==> src/timer_pkg.sv <==
// constants and types shared by the dual timer block
package timer_pkg;
  localparam int unsigned CNT_W = 10;
  localparam logic [10:0] FULL_COUNT = 11'h400;
  // slot index within a timer window; byte address = 4 * slot
  localparam logic [2:0] REG_CTRL0 = 3'h0;
  localparam logic [2:0] REG_CTRL1 = 3'h1;
  localparam logic [2:0] REG_CNT_LO = 3'h2;
  localparam logic [2:0] REG_CNT_HI = 3'h3;
  localparam logic [2:0] REG_CMPA_LO = 3'h4;
  localparam logic [2:0] REG_CMPA_HI = 3'h5;
  localparam logic [2:0] REG_PER_LO = 3'h6;
  localparam logic [2:0] REG_PER_HI = 3'h7;
  localparam int unsigned PER_SEL_BIT = 5;
  localparam logic [7:0] PINSEL_ADDR = 8'h40;
  localparam logic [7:0] CTRL_RST = 8'h00;
  localparam logic [3:0] PINSEL_RST = 4'h0;
  // control 0 fields
  localparam int unsigned C0_PAUSE = 7;
  localparam int unsigned C0_CLK_LO = 4;
  localparam int unsigned C0_ON = 3;
  localparam int unsigned C0_COMPARE_P_VALUE_LO = 0;
  // control 1 fields
  localparam int unsigned C1_MODE_LO = 6;
  localparam int unsigned C1_FUNC_LO = 4;
  localparam int unsigned C1_INIT = 3;
  localparam int unsigned C1_POL = 2;
  localparam int unsigned C1_DPX = 1;
  localparam int unsigned C1_CCLR = 0;
  // pin-share select bits
  localparam int unsigned PS_STD_OUT = 0;
  localparam int unsigned PS_STD_INV = 1;
  localparam int unsigned PS_PER_OUT = 2;
  localparam int unsigned PS_PER_INV = 3;
  // divider terminal counts
  localparam logic [1:0] SYSTEM_CLOCK_FREQ_DIV4_LAST = 2'h3;
  localparam logic [3:0] FH_DIV16_LAST = 4'hF;
  localparam logic [5:0] FH_DIV64_LAST = 6'h3F;
  typedef enum logic [1:0] {
    MODE_CMP = 2'b00,
    MODE_CAP = 2'b01,
    MODE_PWM = 2'b10,
    MODE_TMR = 2'b11
  } mode_t;
  typedef enum logic [2:0] {
    CLK_SYS4 = 3'b000,
    CLK_SYS = 3'b001,
    CLK_H16 = 3'b010,
    CLK_H64 = 3'b011,
    CLK_TB0 = 3'b100,
    CLK_TB1 = 3'b101,
    CLK_EXT_RISE = 3'b110,
    CLK_EXT_FALL = 3'b111
  } clk_sel_t;
endpackage
==> src/timer_core.sv <==
// standard and periodic 10-bit timers with apb registers
//
// Notes on behaviour
// two timers, standard and periodic, each with a 10-bit counter.
// comparator match raises interrupt, may clear counter and change output.
// three-bit clock select picks sys, high, time-base or external clock.
// external clock pin counts on software-chosen rising or falling edge.
// capture pin triggers on rising, falling or both edges per function field.
// each timer has separate comparator A and comparator P interrupts.
// compare match output mode drives output high, low or toggles.
// pwm waveform appears on the primary output pin.
// output reaches pin only when its pin-share bit selects the timer.
// counter, compare A, period split into bytes; low via holding buffer.
// low-byte write goes only into holding buffer.
// high-byte write also copies holding buffer into low byte.
// high-byte read also copies low byte into holding buffer.
// low-byte read returns holding buffer.
// software writes low then high, reads high then low.
// standard timer has compare, counter, capture, single pulse, pwm modes.
// standard timer has clock and capture inputs, output and inverted output.
// mode field 00 compare, 01 capture, 10 pwm/single pulse, 11 counter.
// standard comparator P is 3 bits against counter top bits, periodic uses all 10; zero means 1024.
// rising on-bit clears counter; software cannot write counter otherwise.
// clock codes 110 and 111 use external pin rising and falling edge.
// external clock and capture pins synchronised then edge-detected.
//
// The register addresses and the APB slave port are this design's own decisions.
`timescale 1ns/1ps
module timer_core (
  input wire logic clk_i,
  input wire logic rst_n_i,
  input wire logic psel_i,
  input wire logic penable_i,
  input wire logic pwrite_i,
  input wire logic [7:0] paddr_i,
  input wire logic [31:0] pwdata_i,
  output logic [31:0] prdata_o,
  output logic pready_o,
  output logic pslverr_o,
  input wire logic internal_high_tick_i,
  input wire logic time_base_tick_i,
  input wire logic std_ext_clock_pin_i,
  input wire logic std_capture_pin_i,
  input wire logic per_ext_clock_pin_i,
  input wire logic per_capture_pin_i,
  input wire logic alt_std_output_i,
  input wire logic alt_std_inverted_i,
  input wire logic alt_per_output_i,
  input wire logic alt_per_inverted_i,
  output logic std_output_pin_o,
  output logic std_output_inverted_pin_o,
  output logic per_output_pin_o,
  output logic per_output_inverted_pin_o,
  output logic [1:0] irq_a_o,
  output logic [1:0] irq_p_o
);
  import timer_pkg::*;

  typedef struct packed {
    logic [7:0] ctrl0;
    logic [7:0] ctrl1;
    logic [9:0] cnt;
    logic [9:0] cmpa;
    logic [9:0] per;
    logic [7:0] hold;
    logic on_d;
    logic out;
    logic irq_a;
    logic irq_p;
    logic [2:0] ck_s;
    logic [2:0] cp_s;
    logic ck_l;
    logic cp_l;
  } tm_t;

  typedef struct packed {
    tm_t [1:0] tm;
    logic [1:0] psc;
    logic [5:0] fh_cnt;
    logic [3:0] pinsel;
    logic [3:0] pins;
    logic pready;
    logic pslverr;
    logic [31:0] prdata;
  } state_t;

  state_t s_r;
  state_t s_nxt;
  logic [1:0] a_hit_w;
  logic [1:0] p_hit_w;
  logic [1:0] cap_w;
  logic [1:0] on_rise_w;

  // {fall, rise} once the second and third sync stages agree
  function automatic logic [1:0] edges(input logic [2:0] sy, input logic lvl);
    logic agree;
    agree = sy[1] == sy[2];
    edges = {agree & !sy[2] & lvl, agree & sy[2] & !lvl};
  endfunction

  // period compare: standard uses top three bits, periodic all ten
  function automatic logic p_match(input logic full, input logic [2:0] compare_p_value,
                                   input logic [9:0] per, input logic [10:0] inc);
    logic hit;
    hit = 1'b0;
    if (full) begin
      hit = (per == 10'h000) ? (inc == FULL_COUNT) : (inc == {1'b0, per});
    end else begin
      hit = (compare_p_value == 3'h0) ? (inc == FULL_COUNT) :
            (inc == {1'b0, compare_p_value, 7'h00});
    end
    p_match = hit;
  endfunction

  always_comb begin
    logic acc;
    logic done;
    logic rd_cap;
    logic tm_sel;
    logic ps_sel;
    logic mapped;
    logic tmi;
    logic [2:0] slot;
    logic [31:0] rd_val;
    logic fsys4;
    logic fh16;
    logic fh64;
    logic tick;
    logic run;
    logic on_rise;
    logic a_hit;
    logic p_hit;
    logic per_hit;
    logic duty_hit;
    logic clr;
    logic cap_ev;
    logic [1:0] ck_e;
    logic [1:0] cp_e;
    logic [10:0] inc;
    logic [1:0] func;
    logic [1:0] ext_ck;
    logic [1:0] ext_cp;
    logic [1:0] lvl;
    acc = 1'b0;
    done = 1'b0;
    rd_cap = 1'b0;
    tm_sel = 1'b0;
    ps_sel = 1'b0;
    mapped = 1'b0;
    tmi = 1'b0;
    slot = 3'h0;
    rd_val = 32'h0000_0000;
    fsys4 = 1'b0;
    fh16 = 1'b0;
    fh64 = 1'b0;
    tick = 1'b0;
    run = 1'b0;
    on_rise = 1'b0;
    a_hit = 1'b0;
    p_hit = 1'b0;
    per_hit = 1'b0;
    duty_hit = 1'b0;
    clr = 1'b0;
    cap_ev = 1'b0;
    ck_e = 2'b00;
    cp_e = 2'b00;
    inc = 11'h000;
    func = 2'b00;
    ext_ck = {per_ext_clock_pin_i, std_ext_clock_pin_i};
    ext_cp = {per_capture_pin_i, std_capture_pin_i};
    lvl = 2'b00;
    a_hit_w = 2'b00;
    p_hit_w = 2'b00;
    cap_w = 2'b00;
    on_rise_w = 2'b00;
    s_nxt = s_r;

    // shared prescalers, one-cycle enables
    s_nxt.psc = s_r.psc + 2'h1;
    fsys4 = s_r.psc == SYSTEM_CLOCK_FREQ_DIV4_LAST;
    if (internal_high_tick_i) begin
      s_nxt.fh_cnt = s_r.fh_cnt + 6'h01;
    end
    fh16 = internal_high_tick_i & (s_r.fh_cnt[3:0] == FH_DIV16_LAST);
    fh64 = internal_high_tick_i & (s_r.fh_cnt == FH_DIV64_LAST);

    // apb: one wait state so read data leaves a flip-flop
    acc = psel_i & penable_i;
    done = acc & s_r.pready;
    rd_cap = acc & !s_r.pready & !pwrite_i;
    tm_sel = (paddr_i[7:6] == 2'b00) & (paddr_i[1:0] == 2'b00);
    ps_sel = paddr_i == PINSEL_ADDR;
    tmi = paddr_i[PER_SEL_BIT];
    slot = paddr_i[4:2];
    // standard timer has no period byte pair
    mapped = ps_sel | (tm_sel & (tmi | (slot < REG_PER_LO)));
    s_nxt.pready = acc & !s_r.pready;

    for (int i = 0; i < 2; i++) begin
      s_nxt.tm[i].irq_a = 1'b0;
      s_nxt.tm[i].irq_p = 1'b0;
      // three-stage sync; stage 0 feeds only stage 1
      s_nxt.tm[i].ck_s = {s_r.tm[i].ck_s[1:0], ext_ck[i]};
      s_nxt.tm[i].cp_s = {s_r.tm[i].cp_s[1:0], ext_cp[i]};
      if (s_r.tm[i].ck_s[1] == s_r.tm[i].ck_s[2]) begin
        s_nxt.tm[i].ck_l = s_r.tm[i].ck_s[2];
      end
      if (s_r.tm[i].cp_s[1] == s_r.tm[i].cp_s[2]) begin
        s_nxt.tm[i].cp_l = s_r.tm[i].cp_s[2];
      end
      ck_e = edges(s_r.tm[i].ck_s, s_r.tm[i].ck_l);
      cp_e = edges(s_r.tm[i].cp_s, s_r.tm[i].cp_l);

      case (clk_sel_t'(s_r.tm[i].ctrl0[C0_CLK_LO +: 3]))
        CLK_SYS4: tick = fsys4;
        CLK_SYS: tick = 1'b1;
        CLK_H16: tick = fh16;
        CLK_H64: tick = fh64;
        CLK_TB0, CLK_TB1: tick = time_base_tick_i;
        CLK_EXT_RISE: tick = ck_e[0];
        CLK_EXT_FALL: tick = ck_e[1];
        default: tick = 1'b0;
      endcase

      s_nxt.tm[i].on_d = s_r.tm[i].ctrl0[C0_ON];
      on_rise = s_r.tm[i].ctrl0[C0_ON] & !s_r.tm[i].on_d;
      run = s_r.tm[i].ctrl0[C0_ON] & !s_r.tm[i].ctrl0[C0_PAUSE] & tick;
      inc = {1'b0, s_r.tm[i].cnt} + 11'h001;
      func = s_r.tm[i].ctrl1[C1_FUNC_LO +: 2];
      // capture mode keeps comparator A for the captured value
      a_hit = run & (inc == {1'b0, s_r.tm[i].cmpa})
              & (s_r.tm[i].ctrl1[C1_MODE_LO +: 2] != MODE_CAP);
      p_hit = run & p_match(i == 1, s_r.tm[i].ctrl0[C0_COMPARE_P_VALUE_LO +: 3],
                            s_r.tm[i].per, inc);
      per_hit = s_r.tm[i].ctrl1[C1_DPX] ? a_hit : p_hit;
      duty_hit = s_r.tm[i].ctrl1[C1_DPX] ? p_hit : a_hit;

      case (mode_t'(s_r.tm[i].ctrl1[C1_MODE_LO +: 2]))
        MODE_CMP: begin
          clr = s_r.tm[i].ctrl1[C1_CCLR] ? a_hit : p_hit;
          if (on_rise) begin
            s_nxt.tm[i].out = s_r.tm[i].ctrl1[C1_INIT];
          end else if (a_hit) begin
            case (func)
              2'b01: s_nxt.tm[i].out = 1'b0;
              2'b10: s_nxt.tm[i].out = 1'b1;
              2'b11: s_nxt.tm[i].out = !s_r.tm[i].out;
              default: s_nxt.tm[i].out = s_r.tm[i].out;
            endcase
          end
        end
        MODE_PWM: begin
          clr = per_hit;
          case (func)
            2'b00: s_nxt.tm[i].out = 1'b0;
            2'b01: s_nxt.tm[i].out = 1'b1;
            2'b10: begin
              // period edge wins when both land together
              if (on_rise || per_hit) begin
                s_nxt.tm[i].out = 1'b1;
              end else if (duty_hit) begin
                s_nxt.tm[i].out = 1'b0;
              end
            end
            default: begin
              if (on_rise) begin
                s_nxt.tm[i].out = 1'b1;
              end else if (a_hit) begin
                s_nxt.tm[i].out = 1'b0;
              end
            end
          endcase
        end
        MODE_CAP: begin
          clr = p_hit;
          case (func)
            2'b00: cap_ev = cp_e[0];
            2'b01: cap_ev = cp_e[1];
            2'b10: cap_ev = cp_e[0] | cp_e[1];
            default: cap_ev = 1'b0;
          endcase
          cap_ev = cap_ev & s_r.tm[i].ctrl0[C0_ON];
        end
        default: clr = s_r.tm[i].ctrl1[C1_CCLR] ? a_hit : p_hit;
      endcase

      if (on_rise) begin
        s_nxt.tm[i].cnt = 10'h000;
      end else if (run) begin
        s_nxt.tm[i].cnt = clr ? 10'h000 : inc[9:0];
      end

      // register access for this timer
      if (done && pwrite_i && tm_sel && (tmi == i[0])) begin
        case (slot)
          REG_CTRL0: s_nxt.tm[i].ctrl0 = pwdata_i[7:0];
          REG_CTRL1: s_nxt.tm[i].ctrl1 = pwdata_i[7:0];
          REG_CMPA_LO, REG_PER_LO: s_nxt.tm[i].hold = pwdata_i[7:0];
          REG_CMPA_HI: s_nxt.tm[i].cmpa = {pwdata_i[1:0], s_r.tm[i].hold};
          REG_PER_HI: begin
            if (i == 1) begin
              s_nxt.tm[i].per = {pwdata_i[1:0], s_r.tm[i].hold};
            end
          end
          default: s_nxt.tm[i].cnt = s_nxt.tm[i].cnt;
        endcase
      end
      if (rd_cap && tm_sel && (tmi == i[0])) begin
        case (slot)
          REG_CNT_HI: s_nxt.tm[i].hold = s_r.tm[i].cnt[7:0];
          REG_CMPA_HI: s_nxt.tm[i].hold = s_r.tm[i].cmpa[7:0];
          REG_PER_HI: s_nxt.tm[i].hold = s_r.tm[i].per[7:0];
          default: s_nxt.tm[i].hold = s_nxt.tm[i].hold;
        endcase
      end
      // capture overrides a coincident software write
      if (cap_ev) begin
        s_nxt.tm[i].cmpa = s_r.tm[i].cnt;
      end

      s_nxt.tm[i].irq_a = a_hit | cap_ev;
      s_nxt.tm[i].irq_p = p_hit;
      a_hit_w[i] = a_hit;
      p_hit_w[i] = p_hit;
      cap_w[i] = cap_ev;
      on_rise_w[i] = on_rise;
      lvl[i] = s_r.tm[i].out ^ s_r.tm[i].ctrl1[C1_POL];
    end

    if (done && pwrite_i && ps_sel) begin
      s_nxt.pinsel = pwdata_i[3:0];
    end
    // hi-byte reads return the live high bits, lo-byte reads the buffer
    if (ps_sel) begin
      rd_val = {28'h0000000, s_r.pinsel};
    end else begin
      case (slot)
        REG_CTRL0: rd_val = {24'h000000, s_r.tm[tmi].ctrl0};
        REG_CTRL1: rd_val = {24'h000000, s_r.tm[tmi].ctrl1};
        REG_CNT_HI: rd_val = {30'h00000000, s_r.tm[tmi].cnt[9:8]};
        REG_CMPA_HI: rd_val = {30'h00000000, s_r.tm[tmi].cmpa[9:8]};
        REG_PER_HI: rd_val = {30'h00000000, s_r.tm[tmi].per[9:8]};
        default: rd_val = {24'h000000, s_r.tm[tmi].hold};
      endcase
    end
    if (rd_cap) begin
      s_nxt.prdata = mapped ? rd_val : 32'h0000_0000;
    end
    if (acc && !s_r.pready) begin
      s_nxt.pslverr = !mapped;
    end

    // other pin function kept unless the select bit hands it over
    s_nxt.pins[PS_STD_OUT] = s_r.pinsel[PS_STD_OUT] ? lvl[0] : alt_std_output_i;
    s_nxt.pins[PS_STD_INV] = s_r.pinsel[PS_STD_INV] ? !lvl[0] : alt_std_inverted_i;
    s_nxt.pins[PS_PER_OUT] = s_r.pinsel[PS_PER_OUT] ? lvl[1] : alt_per_output_i;
    s_nxt.pins[PS_PER_INV] = s_r.pinsel[PS_PER_INV] ? !lvl[1] : alt_per_inverted_i;
  end

  always_ff @(posedge clk_i) begin
    if (!rst_n_i) begin
      s_r <= '0;
      s_r.tm[0].ctrl0 <= CTRL_RST;
      s_r.tm[0].ctrl1 <= CTRL_RST;
      s_r.tm[1].ctrl0 <= CTRL_RST;
      s_r.tm[1].ctrl1 <= CTRL_RST;
      s_r.pinsel <= PINSEL_RST;
    end else begin
      s_r <= s_nxt;
    end
  end

  assign prdata_o = s_r.prdata;
  assign pready_o = s_r.pready;
  assign pslverr_o = s_r.pslverr;
  assign std_output_pin_o = s_r.pins[PS_STD_OUT];
  assign std_output_inverted_pin_o = s_r.pins[PS_STD_INV];
  assign per_output_pin_o = s_r.pins[PS_PER_OUT];
  assign per_output_inverted_pin_o = s_r.pins[PS_PER_INV];
  assign irq_a_o = {s_r.tm[1].irq_a, s_r.tm[0].irq_a};
  assign irq_p_o = {s_r.tm[1].irq_p, s_r.tm[0].irq_p};

  // checks on the standard timer's byte access and timing, and on the periodic timer's compare A pulse
  localparam logic [7:0] A_CNT_HI = {3'b000, REG_CNT_HI, 2'b00};
  localparam logic [7:0] A_CNT_LO = {3'b000, REG_CNT_LO, 2'b00};
  localparam logic [7:0] A_CMPA_LO = {3'b000, REG_CMPA_LO, 2'b00};
  localparam logic [7:0] A_CMPA_HI = {3'b000, REG_CMPA_HI, 2'b00};
  logic acc_w;
  logic wr_alo;
  logic wr_ahi;
  logic rd_chi;
  logic rd_clo;
  assign acc_w = psel_i & penable_i;
  assign wr_alo = acc_w & pready_o & pwrite_i & (paddr_i == A_CMPA_LO);
  assign wr_ahi = acc_w & pready_o & pwrite_i & (paddr_i == A_CMPA_HI);
  assign rd_chi = acc_w & !pready_o & !pwrite_i & (paddr_i == A_CNT_HI);
  assign rd_clo = acc_w & pready_o & !pwrite_i & (paddr_i == A_CNT_LO);
endmodule

==> config.mk <==
export PLATFORM = sky130hd
export DESIGN_NAME = timer_core
export DESIGN_NICKNAME = d
export VERILOG_FILES = /design/src/timer_pkg.sv /design/src/timer_core.sv
export SDC_FILE = /design/constraint.sdc
export NUM_CORES = 1
export LEC_CHECK = 0
export BUFFER_PORTS_ARGS = -buffer_cell sky130_fd_sc_hd__buf_4
export CORE_MARGIN = 2
export CORE_UTILIZATION = 64
export CTS_CLUSTER_DIAMETER = 150
export DETAILED_ROUTE_END_ITERATION = 7
export PLACE_DENSITY = 0.94
export SLEW_MARGIN = 10
export SYNTH_ARGS = -nofsm -noshare
export SYNTH_HDL_FRONTEND = slang
export SYNTH_SLANG_ARGS = --single-unit
==> constraint.sdc <==
create_clock -name clk_i -period 7.31 [get_ports clk_i]
set_input_delay 1.462 -clock clk_i [delete_from_list [all_inputs] [get_ports clk_i]]
set_output_delay 1.462 -clock clk_i [all_outputs]
set_load 0.05 [all_outputs]
Word level (Yosys, flattened, before mapping)
Index checks and enable logic that the tools add are counted.
{ "totals": {"register_bits": 172, "in_bits": 55, "output_inout_bits": 42, "wordCells": 265} }
{ "op_classes": {"n_addsub": 4, "magnitude_cmp": 2, "eq_ne": 54, "n_mux": 65, "bitwise_logic": 47, "n_reduce_logical": 59} }
{ "op_table": {"columns": ["cell", "n"], "rows": [
  ["2-to-1 mux 66 bit", 2],
  ["2-to-1 mux 10 bit", 12],
  ["2-to-1 mux 8 bit", 6],
  ["case mux 8 bit (3 select lines)", 2],
  ["== test 11 x 10 -> 1 bit", 4],
  ["case mux 8 bit (5 select lines)", 1],
  ["bitwise AND 1 bit", 38],
  ["== test 3 bit (second input constant)", 12],
  ["2-to-1 mux 32 bit", 1],
  ["2-to-1 mux 1 bit", 28],
  ["2-to-1 mux 28 bit", 1],
  ["adder 10 x 1 -> 11 bit (second input constant)", 2],
  ["== test 11 bit (second input constant)", 2],
  ["zero test 1 bit", 19],
  ["case mux 1 bit (3 select lines)", 6],
  ["== test 3 x 2 -> 1 bit (second input constant)", 5],
  ["== test 2 bit (second input constant)", 7],
  ["case mux 1 bit (7 select lines)", 2],
  ["AND reduction 2 bit", 7],
  ["zero test 2 bit", 6],
  ["zero test 3 bit", 4],
  ["inequality test 6 bit (second input constant)", 2],
  ["nonzero test 2 bit", 6],
  ["zero test 10 bit", 1],
  ["other kinds (22)", 55]
]} }

Longest topological paths before layout
{ "logic_depth": {"word_depth": 12, "ltp_mapped": 11, "depth_no_buf": 10} }

Worst setup path before layout
No wires, ideal clock.
{ "synth_timing": {"kind": "input -> register", "from": "input paddr_i[7]", "to": "register s_r[69] (netlist bit)", "setup_time_ns": 0.128, "t_arrival_ns": 3.239, "required_ns": 7.182, "slack_ns": 3.943, "path_stages": 9, "path_buffers": 1, "cell_sequence": "or3_1 > nor3_1 > nand2_1 > nor3b_1 > buf_1 > mux2i_1 > nor2_1 > a31oi_1 > nor2_1"} }
{ "synth_between": {"elab_chain_len": 7, "word_cells_on_any_way": 9, "classes_between": "3 x mux; 1 x bitwise; 5 x reduce/logical"} }
{ "synth_rtl": {"columns": ["element", "line", "source"], "rows": [
  ["from (decl)", "timer_core.sv:35", "input wire logic [7:0] paddr_i,"],
  ["zero test 2 bit (*)", "timer_core.sv:191", "tm_sel = (paddr_i[7:6] == 2'b00) & (paddr_i[1:0] == 2'b00);"],
  ["bitwise AND 1 bit (*)", "timer_core.sv:191", null],
  ["logical AND 1 bit (2 in series)", "timer_core.sv:294", "if (done && pwrite_i && tm_sel && (tmi == i[0])) begin"],
  ["2-to-1 mux 8 bit", "timer_core.sv:294", null],
  ["case mux 8 bit (3 select lines)", "timer_core.sv:309", "case (slot)"],
  ["2-to-1 mux 8 bit (*)", "timer_core.sv:308", "if (rd_cap && tm_sel && (tmi == i[0])) begin"],
  ["to (signal assigned)", "timer_core.sv:369", "s_r <= s_nxt;"],
  ["to (decl)", "timer_core.sv:87", "state_t s_r;"]
]} }
Every way passes the cells marked *; elsewhere a longest branch is shown, timed or not.
A chain may end at the register's enable or synchronous reset.

Worst setup path in the final report
{ "layout_timing": {"from": "input internal_high_tick_i", "to": "register s_r[98] (netlist bit)"} }
{ "layout_between": {"elab_chain_len": 10, "word_cells_on_any_way": 13, "classes_between": "7 x mux; 6 x bitwise"} }
{ "layout_rtl": {"columns": ["element", "line", "source"], "rows": [
  ["from (decl)", "timer_core.sv:40", "input wire logic internal_high_tick_i,"],
  ["bitwise AND 1 bit, on equally long branches", "timer_core.sv:185, timer_core.sv:184", null],
  ["case mux 1 bit (7 select lines) (*)", "timer_core.sv:214", "case (clk_sel_t'(s_r.tm[i].ctrl0[C0_CLK_LO +: 3]))"],
  ["bitwise AND 1 bit (*)", "timer_core.sv:227", "run = s_r.tm[i].ctrl0[C0_ON] & !s_r.tm[i].ctrl0[C0_PAUSE] & tick;"],
  ["bitwise AND 1 bit", "timer_core.sv:231", "a_hit = run & (inc == {1'b0, s_r.tm[i].cmpa})"],
  ["bitwise AND 1 bit", "timer_core.sv:232", "& (s_r.tm[i].ctrl1[C1_MODE_LO +: 2] != MODE_CAP);"],
  ["2-to-1 mux 1 bit, on equally long branches", "timer_core.sv:240, timer_core.sv:284, timer_core.sv:235", null],
  ["case mux 1 bit (2 select lines)", "timer_core.sv:238", "case (mode_t'(s_r.tm[i].ctrl1[C1_MODE_LO +: 2]))"],
  ["2-to-1 mux 10 bit", "timer_core.sv:290", "s_nxt.tm[i].cnt = clr ? 10'h000 : inc[9:0];"],
  ["2-to-1 mux 10 bit (*)", "timer_core.sv:289", "end else if (run) begin"],
  ["2-to-1 mux 10 bit (*)", "timer_core.sv:287", "if (on_rise) begin"]
]} }
Marks and branches as above.

==> impl_metrics.json <==
{
  "post_route_skew_ns": 0.00616,
  "average_routed_wire_per_standard_cell_um": 19.4,
  "timing_worst_setup_path_type": "in -> reg",
  "groute.usage.overall_pct": 33.0,
  "synth.avg_cell_area_um2": 8.48,
  "layout-drive-gt1-share_pct": 11.9,
  "critPathLaunchType": "input pin",
  "slowest_stage": "sky130_fd_sc_hd__o221ai_1",
  "final_hpwl_from_detailed_placement_um": 15900,
  "yosys_most_used_dff": "sky130_fd_sc_hd__dfxtp_1",
  "finalMaxSlewViolations": 0,
  "vias_per_cell": 6.51,
  "num_rows": 43,
  "fin_crit_sh_pct": 54.3,
  "place.port_buffers": 48,
  "hp-class": "reg -> reg",
  "max-clock-path-buffers": 2,
  "power.leakage_nw": 3.99,
  "post_cts.repair.setup_buffers": 0,
  "max_slew.worst_pin.slew_ns": 1.10,
  "max_cap_viol_count": 0,
  "path_delay_family": "compound AO/OA/AOI/OAI gates",
  "fp.coreArea_um2": 13700,
  "period_minus_slack_ns": 3.97,
  "path_max_fanout": 11,
  "clock-root-buffer": "sky130_fd_sc_hd__clkbuf_16",
  "cts-buffers-inserted": 17,
  "numPlacedInstances": 1199,
  "global_route.overflow_total": 0,
  "htreeDepth": 4,
  "critPathBufInv": 1,
  "floorplan.die.height_um": 122,
  "clkLatencyLatePin_ns": 0.43,
  "postCtsHoldBufs": 0,
  "tns_ns": 0,
  "total_number_of_yosys_warnings": 0,
  "synth-edff-count": 0,
  "clock_tree_from_tritoncts": "yes",
  "clock_sink_count": 148,
  "ioPinCount": 97,
  "yosysSeqAreaShare_pct": 33.4,
  "design.final.nets": 1116,
  "outcome": "complete, no violations",
  "wl_um": 23900,
  "cts.repair.resized": 0,
  "grt_first_pass_wirelength_um": 38600,
  "grt_setup_unrepaired": "no",
  "starting_drc_count_in_detailed_routing": 1083,
  "max-slew-margin-rel_pct": 26.8,
  "drc_markers": 0,
  "power-per-cell-area_nw_per_um2": 194,
  "ir_drop_uv": 185,
  "grt_pass1_vias": 7653,
  "timing.critical_path.arrival_ns": 4.29,
  "clock.fmax_mhz": 252,
  "finalNonFillerCells": 1230,
  "synth_cells": 1047,
  "synth.area.top_cells": "sky130_fd_sc_hd__dfxtp_1 33%, sky130_fd_sc_hd__mux2i_1 10%, sky130_fd_sc_hd__nor2_1 6.2%, sky130_fd_sc_hd__buf_4 3.4%, sky130_fd_sc_hd__ha_1 3.2%",
  "cp_cell_sequence": "buf_4 > nand4_1 > o21ai_0 > and4_1 > nand4b_1 > o221ai_1 > o22ai_1 > a21o_1",
  "report.final.hold_viol_count": 0,
  "place.gp.congestion": 0.926,
  "setup-violations-final": 0,
  "number_of_register_bits_inferred_by_synthesis": 148,
  "worstSetupEndpointType": "flip-flop",
  "vias": 8009,
  "die-width_um": 122,
  "design.die.area_um2": 14800,
  "antenna_found_initial": 0,
  "number_of_iterations_in_the_first_detailed_routing_pass": 6,
  "floorplan.initialDensity_pct": 64.7,
  "synth_largest_type_area_fraction_pct": 33.4,
  "final_antenna_net_count": 0,
  "p_total_mw": 1.87,
  "synth_area_um2": 8880,
  "required_ns": 7.63,
  "pin_count_of_the_biggest_net_entering_global_routing": 104,
  "num_antenna_cells": 0,
  "final.fill_count": 968,
  "slowest_delay_ns": 0.88,
  "synth_top_area_cell": "sky130_fd_sc_hd__dfxtp_1",
  "async_reset_ff_share_pct": 0,
  "synthToLayoutAreaGrowth_pct": 8.54,
  "clkTransAtPathRegs_ns": 0.06,
  "post_synth_num_cell_types": 80
}
## per-layer routing
layer  up-vias  wire length [um]  part of all wire (%)  GRT usage, %
met3       105              2210                   9.2          8.33
met4         0              1080                   4.5          15.4
li1       3657                 -                     -             -
met1      3774              9380                    39          40.3
met5         -                 0                     0             0
met2       473             11200                    47          54.5
## cells by family (layout without fill, tap and decap cells)
group                      after synthesis  in the layout  share of synthesized area, %
AOI/OAI and AO/OA                      213            213                          16.2
xor gates and xnor gates                55             55                          5.91
adders and majority gates               23             23                          3.24
buffers and inverters                  134            114                          7.78
DFF                                    148            148                          33.4
muxes                                  107            107                          12.9
other                                    1             24                        0.0422
and+or+nand+nor                        366            366                          20.5
## worst paths after layout
path                                      startpoint  endpoint  slack (ns)  depth (start not counted)
worst max-delay path            internal_high_tick_i   s_r[98]        3.34                          8
worst min-delay path                         s_r[48]   s_r[48]        0.42                          1
worst max register to register               s_r[90]   s_r[98]        3.53                          9
worst min register to register               s_r[48]   s_r[48]        0.42                          1
## through the flow
step           hold slack [ns]  utilization [%]  setup WS (ns)  area (um2)
3_5_place_dp             0.416             65.9           3.10        9040
6_report                 0.422             70.2           3.34        9640
4_1_cts                  0.424             70.2           3.50        9640
5_1_grt                  0.446             70.2           3.17        9640
2_1_floorplan            0.399                -           3.94        8960
3_3_place_gp             0.407             65.9           3.13        9040
## power by group
part           total (mW)  internal (mW)  switching [mW]  leakage (nW)
Sequential          0.833          0.818          0.0155          1.20
Clock               0.895          0.543           0.352         0.291
Combinational       0.145         0.0455          0.0999          2.50
Total                1.87           1.41           0.468          3.99
## cell type report
class	instances	area, um2	share of cell area, %
Tap cell	180	225	2.34
Multi-Input combinational cell	788	5320	55.2
Inverter	26	98.8	1.03
Timing Repair Buffer	57	428	4.44
Clock inverter	13	160	1.66
Sequential cell	148	2960	30.7
Clock buffer	18	439	4.56
## sequential cells by signal, indices dropped and copies added (netlist names)
signal	flops
irq_a_o	2
irq_p_o	2
per_output_inverted_pin_o	1
per_output_pin_o	1
prdata_o	8
pready_o	1
pslverr_o	1
s_nxt	10
s_r	120
std_output_inverted_pin_o	1
std_output_pin_o	1
## cells in the mapped netlist (7+ instances only)
library cell	count
sky130_fd_sc_hd__inv_1	24
sky130_fd_sc_hd__nand2b_1	11
sky130_fd_sc_hd__nand4_1	14
sky130_fd_sc_hd__clkbuf_1	49
sky130_fd_sc_hd__o21ai_0	29
sky130_fd_sc_hd__a21oi_1	50
sky130_fd_sc_hd__xnor2_1	31
sky130_fd_sc_hd__nand3_1	31
sky130_fd_sc_hd__o211ai_1	7
sky130_fd_sc_hd__or3_1	13
sky130_fd_sc_hd__buf_4	40
sky130_fd_sc_hd__dfxtp_1	148
sky130_fd_sc_hd__a31oi_1	13
sky130_fd_sc_hd__nor4_1	10
sky130_fd_sc_hd__nand2_1	58
sky130_fd_sc_hd__a22o_1	19
sky130_fd_sc_hd__xor2_1	21
sky130_fd_sc_hd__nor2b_1	10
sky130_fd_sc_hd__ha_1	23
sky130_fd_sc_hd__and3_1	7
sky130_fd_sc_hd__a22oi_1	9
sky130_fd_sc_hd__buf_2	12
sky130_fd_sc_hd__and2_1	13
sky130_fd_sc_hd__mux2i_1	91
sky130_fd_sc_hd__nor2_1	146
sky130_fd_sc_hd__o31ai_1	7
sky130_fd_sc_hd__mux2_2	11
sky130_fd_sc_hd__nor3_1	20
sky130_fd_sc_hd__a21o_1	11
sky130_fd_sc_hd__a211oi_1	22
sky130_fd_sc_hd__o22ai_1	7
## worst register-to-register path, cell delays in order, from the launching register on
cell and delay, ns:
sky130_fd_sc_hd__dfxtp_1 0.55, sky130_fd_sc_hd__ha_1 0.40, sky130_fd_sc_hd__nand3_1 0.22, sky130_fd_sc_hd__xnor2_1 0.19, sky130_fd_sc_hd__or4_1 0.41, sky130_fd_sc_hd__nor3_1 0.36
sky130_fd_sc_hd__nand4b_1 0.24, sky130_fd_sc_hd__o221ai_1 0.88, sky130_fd_sc_hd__o22ai_1 0.20, sky130_fd_sc_hd__a21o_1 0.22
## placed cells by master, fill, tap and decap left out, types with 13 or more instances in the layout
cell / count
sky130_fd_sc_hd__o21ai_0: 28
sky130_fd_sc_hd__inv_1: 24
sky130_fd_sc_hd__and2_1: 13
sky130_fd_sc_hd__xnor2_1: 31
sky130_fd_sc_hd__or3_1: 13
sky130_fd_sc_hd__xor2_1: 21
sky130_fd_sc_hd__ha_1: 23
sky130_fd_sc_hd__nand3_1: 31
sky130_fd_sc_hd__a31oi_1: 13
sky130_fd_sc_hd__nand2_1: 58
sky130_fd_sc_hd__nor3_1: 20
sky130_fd_sc_hd__clkbuf_16: 17
sky130_fd_sc_hd__a21oi_1: 50
sky130_fd_sc_hd__mux2i_1: 91
sky130_fd_sc_hd__nor2_1: 146
sky130_fd_sc_hd__a22o_1: 19
sky130_fd_sc_hd__conb_1: 24
sky130_fd_sc_hd__dfxtp_1: 148
sky130_fd_sc_hd__a211oi_1: 22
sky130_fd_sc_hd__nand4_1: 14
sky130_fd_sc_hd__buf_4: 57
Note: power is estimated with default switching activity, not from simulation.
